<file path="src/tx_frame_sync_defs.svh">
/*
  Offsets, field positions, reset values and timing counts for the
  transmit system timing block.
  Assumes inclusion by bare name from the design file and the bench.
*/
`ifndef TX_FRAME_SYNC_DEFS_SVH
`define TX_FRAME_SYNC_DEFS_SVH

`define A_GLOBAL 4'h0
`define A_ES_EN 4'h1
`define A_SYNC_OUT 4'h2
`define A_MF_SEL 4'h3
`define A_T1_MODE 4'h4
`define A_DBL_EN 4'h5
`define A_IBO_EN 4'h6
`define A_STATUS 4'h7
`define A_MASK 4'h8
`define A_LIVE 4'h9

`define G_LEGACY 0
`define G_SEL_LSB 1
`define G_SEL_MSB 2
`define G_SHARED_OUT 3

`define REG_RESET 8'h00

`define T1_BIT_LAST 8'hC0
`define E1_BIT_LAST 8'hFF
`define T1_FRM_LAST 5'h17
`define E1_FRM_LAST 5'h0F
`define SIG_FRM_A 5'h05
`define SIG_FRM_B 5'h0B
`define SIG_FRM_C 5'h11
`define SIG_FRM_D 5'h17

`define FRAME_RATE_HZ 8000
`define BP_RATE_HZ 16384000
`define BP_CLKS_PER_FRAME (`BP_RATE_HZ / `FRAME_RATE_HZ)

`endif

</file>
<file path="src/tx_frame_sync_pkg.sv">
/*
  Types shared by the transmit system timing block.
  Assumes tx_frame_sync_defs.svh is on the include path.
*/
package tx_frame_sync_pkg;

  typedef enum logic [1:0] {
    SEL_ANALOG_LOSS = 2'h0,
    SEL_FRAMER_LOSS = 2'h1,
    SEL_SIG_FREEZE = 2'h2,
    SEL_NONE = 2'h3
  } status_sel_t;

  typedef enum logic [1:0] {
    P_IDLE = 2'h0,
    P_LAST = 2'h1,
    P_WIDE = 2'h3
  } pulse_state_t;

  typedef struct packed {
    logic [7:0] in;
    logic [7:0] out;
    logic [7:0] oe;
  } pin8_t;

  typedef struct packed {
    logic in;
    logic out;
    logic oe;
  } pin1_t;

endpackage

</file>
<file path="src/edge_sync.sv">
/*
  Two-flop synchroniser with edge detection for a group of slow inputs.
  Assumes inputs are asynchronous to clk_sys and slow against it.
*/
`timescale 1ns/1ps
`default_nettype none
module edge_sync #(
  parameter int W = 8
) (
  input wire logic clk_sys,
  input wire logic reset,
  input wire logic [W-1:0] din,
  output logic [W-1:0] lvl,
  output logic [W-1:0] rise,
  output logic [W-1:0] fall
);
  logic [W-1:0] meta;
  logic [W-1:0] prev;

  always_ff @(posedge clk_sys) begin
    if (reset) begin
      meta <= '0;
      lvl <= '0;
      prev <= '0;
    end else begin
      meta <= din;
      lvl <= meta;
      prev <= lvl;
    end
  end

  assign rise = lvl & ~prev;
  assign fall = ~lvl & prev;
endmodule
`default_nettype wire

</file>
<file path="src/tx_system_timing_sync.sv">
/*
  Transmit system timing and sync pins of an eight-port framer.
  Assumes slow pin clocks sampled by clk_sys, register port on clk_sys,
  status levels from clk_sys logic.
*/
// The address map and the plain strobed port were decided locally.
// Functional notes
// - System clock used with elastic store or interleaved bus
// - Legacy mode: port one system clock drives all system-clocked ports
// - Legacy mode turns pins two-eight into outputs
// - Status output selected by clock control field
// - Sync input pulse aligns frame, line clock
// - Sync output pulses at frame or multiframe
// - T1 signaling frames get double-wide pulse
// - Elastic store: sync sampled on system clock
// - Shared sync output: 8kHz on backplane clock
// - Legacy mode: system-clocked ports use shared sync pin only
// - No store, no interleave: line clock samples
`include "tx_frame_sync_defs.svh"
`timescale 1ns/1ps
`default_nettype none
module tx_system_timing_sync #(
  parameter int unsigned BP_DIV = `BP_CLKS_PER_FRAME
) (
  input wire logic clk_sys,
  input wire logic reset,
  input wire logic [3:0] reg_addr,
  input wire logic [7:0] reg_wdata,
  input wire logic reg_wr,
  input wire logic reg_rd,
  output logic [7:0] reg_rdata,
  output logic irq,
  input wire logic [7:0] tx_line_clock,
  input wire logic [7:0] tx_system_clock_in,
  output logic [7:0] tx_system_clock_out,
  output logic [7:0] tx_system_clock_oe,
  input wire logic [7:0] tx_frame_sync_in,
  output logic [7:0] tx_frame_sync_out,
  output logic [7:0] tx_frame_sync_oe,
  input wire logic tx_system_sync_io_in,
  output logic tx_system_sync_io_out,
  output logic tx_system_sync_io_oe,
  input wire logic backplane_clock_first,
  input wire logic [7:0] analog_signal_loss,
  input wire logic [7:0] framer_signal_loss,
  input wire logic [7:0] rx_signaling_freeze,
  output logic [7:0] tx_bit_strobe,
  output logic [7:0] tx_frame_start
);
  import tx_frame_sync_pkg::*;

  localparam logic [15:0] BP_LAST = 16'(BP_DIV - 1);

  logic [7:0] global_ctrl, es_en, sync_out, mf_sel, t1_mode, dbl_en, ibo_en;
  logic [7:0] status, mask;
  logic [7:0] next_global_ctrl, next_es_en, next_sync_out, next_mf_sel;
  logic [7:0] next_t1_mode, next_dbl_en, next_ibo_en, next_status, next_mask;
  logic [7:0] next_reg_rdata;
  logic next_irq;

  logic legacy, shared_out_en;
  status_sel_t stat_sel;
  pin8_t sys_pin, fs_pin;
  pin1_t shared_pin;

  logic [25:0] raw_in, lvl_in, rise_in, fall_in;
  logic [7:0] line_fall, sys_fall, fs_lvl;
  logic shared_lvl, bp_rise;

  wire [7:0] use_sys, tick, sync_lvl, hit, bnd, samp_v, fs_next;

  logic [7:0] bit_cnt [8];
  logic [7:0] next_bit_cnt [8];
  logic [4:0] frm_cnt [8];
  logic [4:0] next_frm_cnt [8];
  logic samp [8];
  logic next_samp [8];
  pulse_state_t pst [8];
  pulse_state_t next_pst [8];

  logic [15:0] bp_cnt, next_bp_cnt;
  logic shared_pulse, next_shared_pulse;
  logic [7:0] next_sys_out;
  logic next_sys_oe;

  assign legacy = global_ctrl[`G_LEGACY];
  assign shared_out_en = global_ctrl[`G_SHARED_OUT];
  assign stat_sel = status_sel_t'(global_ctrl[`G_SEL_MSB:`G_SEL_LSB]);

  // Pin inputs through two flops
  assign raw_in = {backplane_clock_first, tx_system_sync_io_in,
                   tx_frame_sync_in, tx_system_clock_in, tx_line_clock};

  edge_sync #(.W(26)) u_sync (
    .clk_sys(clk_sys),
    .reset(reset),
    .din(raw_in),
    .lvl(lvl_in),
    .rise(rise_in),
    .fall(fall_in)
  );

  assign line_fall = fall_in[7:0];
  assign sys_fall = fall_in[15:8];
  assign fs_lvl = lvl_in[23:16];
  assign shared_lvl = lvl_in[24];
  assign bp_rise = rise_in[25];

  function automatic logic sig_frame(input logic [4:0] f);
    sig_frame = (f == `SIG_FRM_A) || (f == `SIG_FRM_B) ||
                (f == `SIG_FRM_C) || (f == `SIG_FRM_D);
  endfunction

  // Per-port timing
  for (genvar i = 0; i < 8; i++) begin : g_port
    logic [7:0] bit_last;
    logic [4:0] frm_last;
    logic align, wide;

    assign use_sys[i] = es_en[i] | ibo_en[i];
    assign tick[i] = use_sys[i] ? (legacy ? sys_fall[0] : sys_fall[i])
                                : line_fall[i];
    assign sync_lvl[i] = (legacy && use_sys[i]) ? shared_lvl
                                                : fs_lvl[i];
    assign bit_last = t1_mode[i] ? `T1_BIT_LAST : `E1_BIT_LAST;
    assign frm_last = t1_mode[i] ? `T1_FRM_LAST : `E1_FRM_LAST;
    assign align = tick[i] && !sync_out[i] && sync_lvl[i] && !samp[i];
    assign hit[i] = align;
    assign bnd[i] = tick[i] && (next_bit_cnt[i] == 8'h00) &&
                    (!mf_sel[i] || (next_frm_cnt[i] == 5'h00));
    assign wide = !mf_sel[i] && t1_mode[i] && dbl_en[i] &&
                  sig_frame(next_frm_cnt[i]);
    assign samp_v[i] = samp[i];
    assign fs_next[i] = (next_pst[i] != P_IDLE);

    always_comb begin
      next_bit_cnt[i] = bit_cnt[i];
      next_frm_cnt[i] = frm_cnt[i];
      next_samp[i] = samp[i];
      if (tick[i]) begin
        next_samp[i] = sync_lvl[i];
        if (align) begin
          next_bit_cnt[i] = 8'h00;
          if (mf_sel[i]) begin
            next_frm_cnt[i] = 5'h00;
          end
        end else if (bit_cnt[i] == bit_last) begin
          next_bit_cnt[i] = 8'h00;
          if (frm_cnt[i] >= frm_last) begin
            next_frm_cnt[i] = 5'h00;
          end else begin
            next_frm_cnt[i] = frm_cnt[i] + 5'h01;
          end
        end else begin
          next_bit_cnt[i] = bit_cnt[i] + 8'h01;
        end
      end
    end

    always_comb begin
      next_pst[i] = pst[i];
      if (!sync_out[i]) begin
        next_pst[i] = P_IDLE;
      end else if (tick[i]) begin
        unique case (pst[i])
          P_IDLE: begin
            if (bnd[i]) begin
              next_pst[i] = wide ? P_WIDE : P_LAST;
            end
          end
          P_WIDE: begin
            next_pst[i] = P_LAST;
          end
          P_LAST: begin
            next_pst[i] = P_IDLE;
          end
          default: begin
            next_pst[i] = P_IDLE;
          end
        endcase
      end
    end

    always_ff @(posedge clk_sys) begin
      if (reset) begin
        bit_cnt[i] <= 8'h00;
        frm_cnt[i] <= 5'h00;
        samp[i] <= 1'b0;
        pst[i] <= P_IDLE;
      end else begin
        bit_cnt[i] <= next_bit_cnt[i];
        frm_cnt[i] <= next_frm_cnt[i];
        samp[i] <= next_samp[i];
        pst[i] <= next_pst[i];
      end
    end
  end

  // Shared sync pin, status outputs, registers
  always_comb begin
    next_bp_cnt = bp_cnt;
    next_shared_pulse = shared_pulse;
    if (!(shared_out_en && (|es_en))) begin
      next_bp_cnt = 16'h0000;
      next_shared_pulse = 1'b0;
    end else if (bp_rise) begin
      next_shared_pulse = (bp_cnt == BP_LAST);
      next_bp_cnt = (bp_cnt == BP_LAST) ? 16'h0000 : bp_cnt + 16'h0001;
    end
    next_sys_oe = legacy;
    next_sys_out = 8'h00;
    if (legacy) begin
      unique case (stat_sel)
        SEL_ANALOG_LOSS: next_sys_out = analog_signal_loss;
        SEL_FRAMER_LOSS: next_sys_out = framer_signal_loss;
        SEL_SIG_FREEZE: next_sys_out = rx_signaling_freeze;
        SEL_NONE: next_sys_out = 8'h00;
      endcase
      next_sys_out[0] = 1'b0;
    end
  end

  always_comb begin
    next_global_ctrl = global_ctrl;
    next_es_en = es_en;
    next_sync_out = sync_out;
    next_mf_sel = mf_sel;
    next_t1_mode = t1_mode;
    next_dbl_en = dbl_en;
    next_ibo_en = ibo_en;
    next_mask = mask;
    next_status = status;
    if (reg_wr) begin
      unique case (reg_addr)
        `A_GLOBAL: next_global_ctrl = {4'h0, reg_wdata[3:0]};
        `A_ES_EN: next_es_en = reg_wdata;
        `A_SYNC_OUT: next_sync_out = reg_wdata;
        `A_MF_SEL: next_mf_sel = reg_wdata;
        `A_T1_MODE: next_t1_mode = reg_wdata;
        `A_DBL_EN: next_dbl_en = reg_wdata;
        `A_IBO_EN: next_ibo_en = reg_wdata;
        `A_STATUS: next_status = status & ~reg_wdata;
        `A_MASK: next_mask = reg_wdata;
        default: next_mask = mask;
      endcase
    end
    next_status = next_status | hit;
    next_irq = |(next_status & next_mask);
    next_reg_rdata = 8'h00;
    if (reg_rd) begin
      unique case (reg_addr)
        `A_GLOBAL: next_reg_rdata = global_ctrl;
        `A_ES_EN: next_reg_rdata = es_en;
        `A_SYNC_OUT: next_reg_rdata = sync_out;
        `A_MF_SEL: next_reg_rdata = mf_sel;
        `A_T1_MODE: next_reg_rdata = t1_mode;
        `A_DBL_EN: next_reg_rdata = dbl_en;
        `A_IBO_EN: next_reg_rdata = ibo_en;
        `A_STATUS: next_reg_rdata = status;
        `A_MASK: next_reg_rdata = mask;
        `A_LIVE: next_reg_rdata = samp_v;
        default: next_reg_rdata = 8'h00;
      endcase
    end
  end

  always_ff @(posedge clk_sys) begin
    if (reset) begin
      global_ctrl <= `REG_RESET;
      es_en <= `REG_RESET;
      sync_out <= `REG_RESET;
      mf_sel <= `REG_RESET;
      t1_mode <= `REG_RESET;
      dbl_en <= `REG_RESET;
      ibo_en <= `REG_RESET;
      status <= `REG_RESET;
      mask <= `REG_RESET;
      irq <= 1'b0;
      reg_rdata <= 8'h00;
      bp_cnt <= 16'h0000;
      shared_pulse <= 1'b0;
      sys_pin.out <= 8'h00;
      sys_pin.oe <= 8'h00;
      fs_pin.out <= 8'h00;
      fs_pin.oe <= 8'h00;
      shared_pin.oe <= 1'b0;
      tx_bit_strobe <= 8'h00;
      tx_frame_start <= 8'h00;
    end else begin
      global_ctrl <= next_global_ctrl;
      es_en <= next_es_en;
      sync_out <= next_sync_out;
      mf_sel <= next_mf_sel;
      t1_mode <= next_t1_mode;
      dbl_en <= next_dbl_en;
      ibo_en <= next_ibo_en;
      status <= next_status;
      mask <= next_mask;
      irq <= next_irq;
      reg_rdata <= next_reg_rdata;
      bp_cnt <= next_bp_cnt;
      shared_pulse <= next_shared_pulse;
      sys_pin.out <= next_sys_out;
      sys_pin.oe <= {{7{next_sys_oe}}, 1'b0};
      fs_pin.out <= fs_next;
      fs_pin.oe <= next_sync_out;
      shared_pin.oe <= next_global_ctrl[`G_SHARED_OUT];
      tx_bit_strobe <= tick;
      tx_frame_start <= bnd;
    end
  end

  assign sys_pin.in = tx_system_clock_in;
  assign fs_pin.in = tx_frame_sync_in;
  assign shared_pin.in = tx_system_sync_io_in;
  assign shared_pin.out = shared_pulse;
  assign tx_system_clock_out = sys_pin.out;
  assign tx_system_clock_oe = sys_pin.oe;
  assign tx_frame_sync_out = fs_pin.out;
  assign tx_frame_sync_oe = fs_pin.oe;
  assign tx_system_sync_io_out = shared_pin.out;
  assign tx_system_sync_io_oe = shared_pin.oe;
endmodule
`default_nettype wire

</file>
<file path="config.mk">
export PLATFORM = sky130hd
export DESIGN_NAME = tx_system_timing_sync
export DESIGN_NICKNAME = d
export VERILOG_FILES = /design/src/tx_frame_sync_pkg.sv /design/src/edge_sync.sv /design/src/tx_system_timing_sync.sv
export VERILOG_INCLUDE_DIRS = /design/src
export SDC_FILE = /design/constraint.sdc
export NUM_CORES = 1
export LEC_CHECK = 0
export BUFFER_PORTS_ARGS = -buffer_cell sky130_fd_sc_hd__buf_2
export CAP_MARGIN = 15
export CORE_MARGIN = 4
export CORE_UTILIZATION = 57
export CTS_BUF_LIST = sky130_fd_sc_hd__clkbuf_8
export DETAILED_ROUTE_END_ITERATION = 10
export GPL_ROUTABILITY_DRIVEN = 0
export PLACE_DENSITY = 0.83
export SYNTH_ARGS = -nofsm -noshare
export SYNTH_HDL_FRONTEND = slang
export SYNTH_SLANG_ARGS = --single-unit
</file>
<file path="constraint.sdc">
create_clock -name clk_sys -period 3.31 [get_ports clk_sys]
set_clock_uncertainty 0.2 [all_clocks]
set_input_delay 0.331 -clock clk_sys [delete_from_list [all_inputs] [get_ports clk_sys]]
set_output_delay 0.331 -clock clk_sys [all_outputs]
set_load 0.01 [all_outputs]
</file>
==> reports/qor.yml, run 1 <==
synthTopCellsByCount: "323 x dfxtp_1, 310 x nor2_1, 139 x nand2_1"
synth_edf_count: 0
crit_path_end_kind: "flip-flop"
r2r_setup_slack_ns: 0.15
cts.sinks: 323
p_per_area_nw_per_um2: 418
ioPinCount: 125
synth_top_area_share: 0.381
status: "finished, final reports clean"
grt_overflow_total: 0
vias: 16200
synth.most_common_cell: "dfxtp_1"
drive_gt1_frac: 0.153
synth_cell_types: 104
worstPathCellList: "buf_4, ha_1, nand3_1, o21ai_1, or4b_2, or4_4, a31oi_4, nor2b_1, a41oi_2, o21ai_1, a41o_1"
fmax_ghz: 0.316
first_pass_iters: 5
ys_seq_area_frac: 0.381
clockBufferDepth: 3
critical_path.max_stage_delay_ns: 0.63
rsz0062_at_grt: "false"
row_count: 62
p_comb_frac: 0.070
insertion_delay_ns: 0.60
crit_required_ns: 3.57
wl_per_cell_um: 17.1
fin_cells: 2652
seq_power_share: 0.482
period_needed_ns: 3.16
dp_cells: 2505
cp_common_cell: "o21ai_1"
cts_tree: "done"
die_area_um2: 32600
clock-root-buffer: "clkbuf_8"
p_sw_frac: 0.237
setup_viol: 0
slew_headroom: 0.420
antenna_found_initial: 3
drtIter0Drc: 1799
drv_slew: 0
die-height_um: 180
dp_hpwl_um: 31300
initial_core_util: 0.584
worst-path-max-fanout: 5
grt_pass1_vias: 15400
fin_setup_tns_ns: 0
path_class: "reg -> reg"
grt_pass1_wl_um: 73900
finalCritPeriodShare: 0.956
via_per_inst: 6.10
synth_area_um2: 17000
critPathArrivalTime_ns: 3.43
wl_um: 45400
critPathLaunchType: "flip-flop"
syn_inst: 2033
cts_max_level: 2
coreArea_um2: 29000
cpMaxStageDelayCell: "or4b_2"
p_sw_uw: 1970
ys_warn_count: 0
power.internal_uw: 6360
ant_nets: 0
synth_seq_cells: 323
synth_ff_type: "dfxtp_1"
avgSynthCellArea_um2: 8.34
vdd_drop_max_uv: 292
die_w_um: 180
hold_viol_final: 0
synthTopCellsByArea: "dfxtp_1 38%, nor2_1 6.9%, mux2i_1 5.1%"
cts_buffers: 52
fin_nets: 2343
hp-class: "in -> reg"
fill_cells: 2240
synthArstFlopShare: 0
tightest_slew_ns: 0.867
yosysTopAreaCell: "dfxtp_1"
grt_start_max_net_pins: 80
drc: 0
clkTransAtPathRegs_ns: 0.07
port_buffers: 119
pwr-share-clk: 0.448
leakage_uw: 0.00786
grt.total_usage: 0.263
area_growth_pct: 17.5
cap_violations: 0
==> per-layer routing <==
metal  routed length [um]  GRT usage
met5                   22          0
met4                 1890      0.114
met3                 3870     0.0509
met2                21300      0.439
met1                18300      0.332
==> repair_timing <==
item	in CTS	in global routing
setup buffers	0	3
hold endpoints to repair	96	0
pin swaps	0	2
setup endpoints to repair	4	18
resized for setup	2	25
hold buffers	50	0
==> cell type report <==
class | count | area, um^2 | share of cell area
inverters | 61 | 229 | 0.0115
clock inverters | 21 | 163 | 0.00816
clock buffers | 72 | 991 | 0.0497
repair buffers | 237 | 1640 | 0.0823
multi-input cells | 1553 | 9950 | 0.499
well taps | 384 | 480 | 0.0241
flip-flops and latches | 323 | 6470 | 0.325
diodes | 1 | 2.50 | 0.000126
==> worst paths after layout <==
kind                        from                    to  cells after the start
hold / removal             reset         frm_cnt[1][7]                      2
setup reg to reg      t1_mode[6]  tx_frame_sync_out[6]                     11
setup / recovery      t1_mode[6]  tx_frame_sync_out[6]                     11
hold reg to reg   u_sync.meta[4]         u_sync.lvl[4]                      1
==> sequential cells by signal, indices dropped and copies added, names as in the netlist, 16 cells and up <==
name	cells
bit_cnt	64
bp_cnt	16
frm_cnt	40
pst	16
u_sync.lvl	26
u_sync.meta	26
u_sync.prev	17
==> power groups by stage <==
| stage | clock network [uW] | logic [uW] | registers [uW] |
|---|---|---|---|
| global route | 3960 | 629 | 4020 |
| finish | 3730 | 582 | 4010 |
| global placement | 0 | 495 | 4090 |
| detailed placement | 0 | 509 | 4090 |
| floorplan | 0 | 342 | 4080 |
| CTS | 3790 | 560 | 4010 |
==> critical path: cells and delay by family (launching register included) <==
family	cells	cell delay, ns
fa+ha+maj	1	0.31
simple gates	4	1.27
buf+inv	1	0.15
flops	1	0.31
compound gates	5	0.80
==> kinds of logic (layout without fill, tap and decap cells) <==
family | Yosys count | count (layout) | share of synthesized area
AOI/OAI and AO/OA | 439 | 439 | 0.180
xor gates and xnor gates | 56 | 56 | 0.0289
adders and majority gates | 49 | 49 | 0.0362
buffers and inverters | 158 | 391 | 0.0385
DFF | 323 | 323 | 0.381
muxes | 100 | 100 | 0.0621
other | 1 | 3 | 0.000221
and+or+nand+nor | 907 | 907 | 0.273
==> stage by stage <==
step	cell area (um^2)	hold WS (ns)	power, uW	setup slack, ns	utilization
global placement	18100	0.221	4590	0.112	0.625
global route	19900	0.0709	8610	0.0125	0.687
detailed placement	18100	0.220	4600	-0.0494	0.625
finish	19900	0.0655	8330	0.147	0.687
floorplan	17000	0.214	4420	0.0683	-
CTS	19800	0.0445	8360	0.00688	0.683
==> cell usage in the layout (no fill, tap or decap), drive strengths merged, types with 7 or more instances in the layout <==
cell type / instances
nand4: 31
nor4: 18
mux2: 11
and2: 17
inv: 74
clkbuf: 73
a22oi: 17
nor3: 38
a31oi: 19
or4: 8
o21ai: 77
o22ai: 16
nor2b: 104
or3: 22
nand3: 90
nor3b: 21
a221oi: 7
nand3b: 12
nor4b: 9
a2111oi: 9
nand2b: 21
a21oi: 126
nand2: 139
o21a: 14
a2bb2oi: 7
ha: 49
mux2i: 87
o211ai: 14
dfxtp: 323
xnor2: 25
or2: 10
nor2: 310
or4b: 8
dlygate4sd3: 50
a21o: 17
o31ai: 10
and3: 25
buf: 186
xor2: 31
a211oi: 19
Note: power is estimated with default switching activity, not from simulation.
==> inputs of run 2 (changes only) <==
- CORE_UTILIZATION: 57 -> 40
- GPL_TIMING_DRIVEN: not set -> 0
- PLACE_DENSITY: 0.83 -> 0.63
==> reports/qor.yml, run 2 (synthesized netlist as in run 1, its figures left out) <==
clkTransAtPathRegs_ns: 0.07  # about the same
reg_top3: "bit_cnt x64, frm_cnt x40"  # unchanged
layout_commonest_cell: "dfxtp_1"  # unchanged
fill_cells: 4018  # was 2,240
ant_nets: 0  # unchanged
vdd_drop_max_uv: 355  # was 292 uV
crit_required_ns: 3.54  # was 3.57 ns
wl_per_cell_um: 18.8  # was 17.1 um
crit_path_end_kind: "flip-flop"  # unchanged
placed_cell_area_um2: 18200  # was 18,100 um^2
dp_slack_ns: -0.404  # was -0.0494 ns
first_pass_iters: 7  # was 5
largest_register_ffs: 64  # unchanged
antenna_found_initial: 3  # unchanged
p_per_area_nw_per_um2: 426  # was 418 nW/um^2
clock-root-buffer: "clkbuf_8"  # unchanged
hp-class: "in -> reg"  # unchanged
coreArea_um2: 41900  # was 29,000 um^2
ioPinCount: 125  # unchanged
fin_setup_tns_ns: 0  # unchanged
setup_viol: 0  # unchanged
cp_num_buf_inv: 3  # was 1
cpMaxStageDelayCell: "nand3_1"  # was or4b_2
crit_family: "simple AND/OR/NAND/NOR gates"  # unchanged
grt_overflow_total: 0  # unchanged
r2r_setup_slack_ns: 0.07  # was 0.15 ns
insertion_delay_ns: 0.64  # was 0.60 ns
cts.sinks: 323  # unchanged
via_per_inst: 5.71  # was 6.10
status: "finished, final reports clean"  # unchanged
dp_hpwl_um: 37900  # was 31,300 um
hold_viol_final: 0  # unchanged
critPathArrivalTime_ns: 3.47  # was 3.43 ns
grt_pass1_wl_um: 82800  # was 73,900 um
period_needed_ns: 3.24  # was 3.16 ns
worstHoldPathCells: 5  # was 2
area_growth_pct: 19.8  # was 17.5%
cts_buffers: 56  # was 52
utilization: 0.484  # was 0.687
worst-path-max-fanout: 10  # was 5
fin_nets: 2378  # was 2,343
r2r.worst_path.cells: 10  # was 11
drc: 0  # unchanged
grt_pass1_vias: 15300  # was 15,400
drv_slew: 0  # unchanged
tightest_slew_ns: 1.18  # was 0.867 ns
cts_tree: "done"  # unchanged
multiInputGateArea_um2: 10100  # was 9950 um^2
fmax_ghz: 0.308  # was 0.316 GHz
register_area_um2: 6470  # about the same
leakage_uw: 0.00785  # was 0.00786 uW
cap_violations: 0  # unchanged
grt.total_usage: 0.226  # was 0.263
die_area_um2: 45800  # was 32,600 um^2
crit_cells: 9  # was 11
port_buffers: 109  # was 119
row_count: 75  # was 62
vias: 16300  # was 16,200
layout_common_cells: "318 x dfxtp_1, 308 x nor2_1, 139 x nand2_1, 121 x a21oi_1, 118 x buf_2"  # was 322 x dfxtp_1, 309 x nor2_1, 138 x nand2_1, 123 x a21oi_1, 118 x buf_2
drtIter0Drc: 1449  # was 1,799
initial_core_util: 0.404  # was 0.584
wl_um: 53500  # was 45,400 um
cts_max_level: 2  # unchanged
drive_gt1_frac: 0.147  # was 0.153
die-height_um: 214  # was 180 um
stdcell_area_um2: 20300  # was 19,900 um^2
path_class: "in -> reg"  # was reg -> reg
grt_start_max_net_pins: 15  # was 80
finalCritPeriodShare: 0.980  # was 0.956
critPathLaunchType: "primary input"  # was flip-flop
regMostFlops: "bit_cnt"  # unchanged
die_w_um: 214  # was 180 um
slew_headroom: 0.211  # was 0.420
clockBufferDepth: 3  # unchanged
worstPathCellList: "dlygate4sd3_1, buf_2, nor2b_1, clkbuf_1, nand3_1, mux2i_1, o22ai_1, nor4_1, nor2_1"  # was buf_4, ha_1, nand3_1, o21ai_1, or4b_2, or4_4, a31oi_4, nor2b_1, a41oi_2, o21ai_1, a41o_1
critical_path.max_stage_delay_ns: 0.60  # was 0.63 ns
setup_ws_ns: 0.0677  # was 0.147 ns
-- run 2: cell types whose count changed in the layout (fill, tap and decap cells not counted), sizes merged --
cell         before  now
bufinv            3    5
diode             1    2
clkinv            5    7
buf             186  147
inv              74   77
dlygate4sd3      50   52
clkbuf           73  140
clkinvlp          0    2
-- run 2: worst register-to-register path, stage by stage (launching register included) --
cell	delay, ns
dfxtp_1	0.31
buf_4	0.19
and3b_1	0.19
buf_4	0.20
o22a_1	0.29
or2_2	0.34
clkbuf_1	0.26
a22oi_1	0.35
o22ai_1	0.14
nor4_1	0.42
nor2_1	0.16
-- run 2: final timing paths --
kind | to | startpoint
worst max-delay path | irq | reg_addr[3]
worst min-delay path | dbl_en[6] | reg_wr
worst max register to register | irq | global_ctrl[0]
worst min register to register | u_sync.lvl[3] | u_sync.meta[3]
-- run 2: per-stage QoR --
step	power, uW	std cells	hold WS, ns
floorplan	4420	2034	0.214
global placement	4630	2682	0.221
detailed placement	4650	2684	0.226
CTS	8720	2839	0.0110
global route	8980	2846	0.0567
finish	8650	2847	0.0571
-- run 2: metal layers --
| layer | vias up | share of wire | global-route usage |
|---|---|---|---|
| li1 | 7776 | - | - |
| met1 | 7706 | 0.42 | 0.294 |
| met2 | 640 | 0.45 | 0.367 |
| met3 | 143 | 0.081 | 0.0439 |
| met4 | 2 | 0.046 | 0.0987 |
| met5 | - | 0.00024 | 0 |
-- run 2: cell type report --
cell class / count / share of cell area
diodes: 2 / 0.000246
plain buffers: 97 / 0.0216
clock buffers: 71 / 0.0481
clock inverters: 30 / 0.0128
inverters: 61 / 0.0115
multi-input cells: 1553 / 0.497
flip-flops and latches: 323 / 0.319
well taps: 539 / 0.0332
repair buffers: 171 / 0.0567
-- run 2: report_power, final --
part           internal, uW  leakage (uW)  total [uW]  switching (uW)
Combinational           241       0.00453         633             392
Clock                  2310      0.000700        4000            1690
Sequential             3950       0.00262        4020            60.3
-- run 2: repair_timing --
| item | 4_1_cts | 5_1_grt |
|---|---|---|
| setup buffers | 2 | 6 |
| endpoints found under the setup margin | 25 | 24 |
| hold endpoints to repair | 91 | 0 |
| pin swaps | 2 | 6 |
| cloned | 0 | 0 |
| gates resized for setup | 24 | 58 |
| hold buffers | 52 | 0 |
==> inputs of run 3 (changes only) <==
- REMOVE_ABC_BUFFERS: not set -> 1
- SKIP_CTS_REPAIR_TIMING: not set -> 1
==> reports/qor.yml, run 3 (synthesized netlist as in run 1, its figures left out) <==
dp_slack_ns: -1.21  # was -0.404 ns
power.internal_uw: 6670  # was 6510 uW
coreArea_um2: 41900  # unchanged
reg_top3: "bit_cnt x64, frm_cnt x40"  # unchanged
cts_tree: "done"  # unchanged
die_w_um: 214  # unchanged
clkTransAtPathRegs_ns: 0.06  # was 0.07 ns
r2r_setup_slack_ns: 0.09  # was 0.07 ns
ioPinCount: 125  # unchanged
regMostFlops: "bit_cnt"  # unchanged
worstPathCellList: "or4b_4, o21ai_4, o2111ai_4, or4_4, and2_1, nand4b_1, a211oi_4, o311a_4, a311o_1"  # was dlygate4sd3_1, buf_2, nor2b_1, clkbuf_1, nand3_1, mux2i_1, o22ai_1, nor4_1, nor2_1
status: "finished, violations left"  # was finished, final reports clean
fin_cells: 2774  # was 2,847
first_pass_iters: 5  # was 7
layout_commonest_cell: "dfxtp_1"  # unchanged
fin_setup_tns_ns: 0  # unchanged
tightest_slew_ns: 1.08  # was 1.18 ns
critical_path.max_stage_delay_ns: 0.57  # was 0.60 ns
largest_register_ffs: 64  # unchanged
die-height_um: 214  # unchanged
wl_per_cell_um: 16.8  # was 18.8 um
fin_nets: 2303  # was 2,378
hold_viol_final: 1  # was 0
hold-worst-slack_ns: -0.00432  # was 0.0571 ns
clockBufferDepth: 3  # unchanged
dp_hpwl_um: 31200  # was 37,900 um
clock-root-buffer: "clkbuf_8"  # unchanged
cp_num_buf_inv: 0  # was 3
port_buffers: 119  # was 109
crit_family: "simple AND/OR/NAND/NOR gates"  # unchanged
grt_overflow_total: 0  # unchanged
cts_buffers: 55  # was 56
dp_cells: 2599  # was 2,684
via_per_inst: 5.58  # was 5.71
cts_max_level: 2  # unchanged
insertion_delay_ns: 0.63  # was 0.64 ns
finalCritPeriodShare: 0.973  # was 0.980
fmax_ghz: 0.311  # was 0.308 GHz
die_area_um2: 45800  # unchanged
crit_required_ns: 3.61  # was 3.54 ns
hp-class: "in -> reg"  # unchanged
crit_path_end_kind: "flip-flop"  # unchanged
grt_pass1_vias: 14500  # was 15,300
slew_headroom: 0.275  # was 0.211
layout_common_cells: "317 x dfxtp_1, 306 x nor2_1, 137 x nand2_1, 121 x a21oi_1, 118 x buf_2"  # was 318 x dfxtp_1, 308 x nor2_1, 139 x nand2_1, 121 x a21oi_1, 118 x buf_2
cap_violations: 0  # unchanged
violations: "hold timing"
pwr-share-clk: 0.475  # was 0.463
seq_power_share: 0.459  # was 0.464
setup_ws_ns: 0.0904  # was 0.0677 ns
p_sw_frac: 0.238  # was 0.248
p_sw_uw: 2080  # was 2140 uW
period_needed_ns: 3.22  # was 3.24 ns
p_comb_frac: 0.066  # was 0.073
worst-path-max-fanout: 11  # was 10
vias: 15500  # was 16,300
initial_core_util: 0.404  # unchanged
cpMaxStageDelayCell: "or4b_4"  # was nand3_1
fill_cells: 3941  # was 4,018
drv_slew: 0  # unchanged
critPathArrivalTime_ns: 3.52  # was 3.47 ns
grt_start_max_net_pins: 116  # was 15
antenna_found_initial: 3  # unchanged
drive_gt1_frac: 0.154  # was 0.147
critPathLaunchType: "flip-flop"  # was primary input
leakage_uw: 0.00778  # was 0.00785 uW
drc: 0  # unchanged
drtIter0Drc: 1152  # was 1,449
row_count: 75  # unchanged
path_class: "reg -> reg"  # was in -> reg
wl_um: 46500  # was 53,500 um
grt_pass1_wl_um: 73400  # was 82,800 um
vdd_drop_max_uv: 305  # was 355 uV
ant_nets: 0  # unchanged
area_growth_pct: 19.3  # was 19.8%
p_per_area_nw_per_um2: 433  # was 426 nW/um^2
setup_viol: 0  # unchanged
grt.total_usage: 0.193  # was 0.226
cts.sinks: 323  # unchanged
## run 3: changes by cell type in the layout (fill, tap and decap cells not counted), sizes merged
cell         change
clkbuf          -62
buf             -12
dlygate4sd3      +7
inv              -4
clkinv           -1
clkinvlp         -1
## run 3: metrics by stage
step | utilization | instance area [um^2] | total power [uW]
3_3_place_gp | 0.425 | 17800 | 4570
3_5_place_dp | 0.427 | 17900 | 4580
6_report | 0.482 | 20200 | 8750
4_1_cts | 0.458 | 19200 | 8780
2_1_floorplan | - | 16500 | 4350
5_1_grt | 0.482 | 20200 | 9100
## run 3: worst paths after layout
| kind | to | from | depth (start not counted) |
|---|---|---|---|
| worst min register to register | u_sync.lvl[4] | u_sync.meta[4] | 1 |
| worst max register to register | tx_frame_sync_out[0] | es_en[0] | 9 |
| worst min-delay path | tx_system_clock_out[1] | analog_signal_loss[1] | 5 |
| worst max-delay path | tx_frame_sync_out[0] | es_en[0] | 9 |
## run 3: cell type report
type,instances,area [um^2],share of cell area
multi-input combinational,1553,10200,0.502
sequential,323,6480,0.321
tap,539,674,0.0333
clock inverter,24,236,0.0117
antenna,2,5.00,0.000247
inverter,61,229,0.0113
clock buffer,78,1070,0.0531
timing repair buffer,194,1370,0.0678
## run 3: layer usage
layer	share of wire	track usage
met4	0.029	0.0744
met5	0	0
met2	0.47	0.317
met3	0.051	0.0298
met1	0.45	0.257
## run 3: worst register-to-register path, delay by kind of cell, from the launching register on
family          cells  cell delay, ns
compound gates      5            1.16
flops               1            0.38
simple gates        4            1.36
## run 3: power groups by stage
stage	clock [uW]	sequential [uW]	combinational, uW
floorplan	0	4080	270
global placement	0	4100	468
detailed placement	0	4100	481
CTS	4280	4010	483
global route	4450	4020	629
finish	4160	4020	576
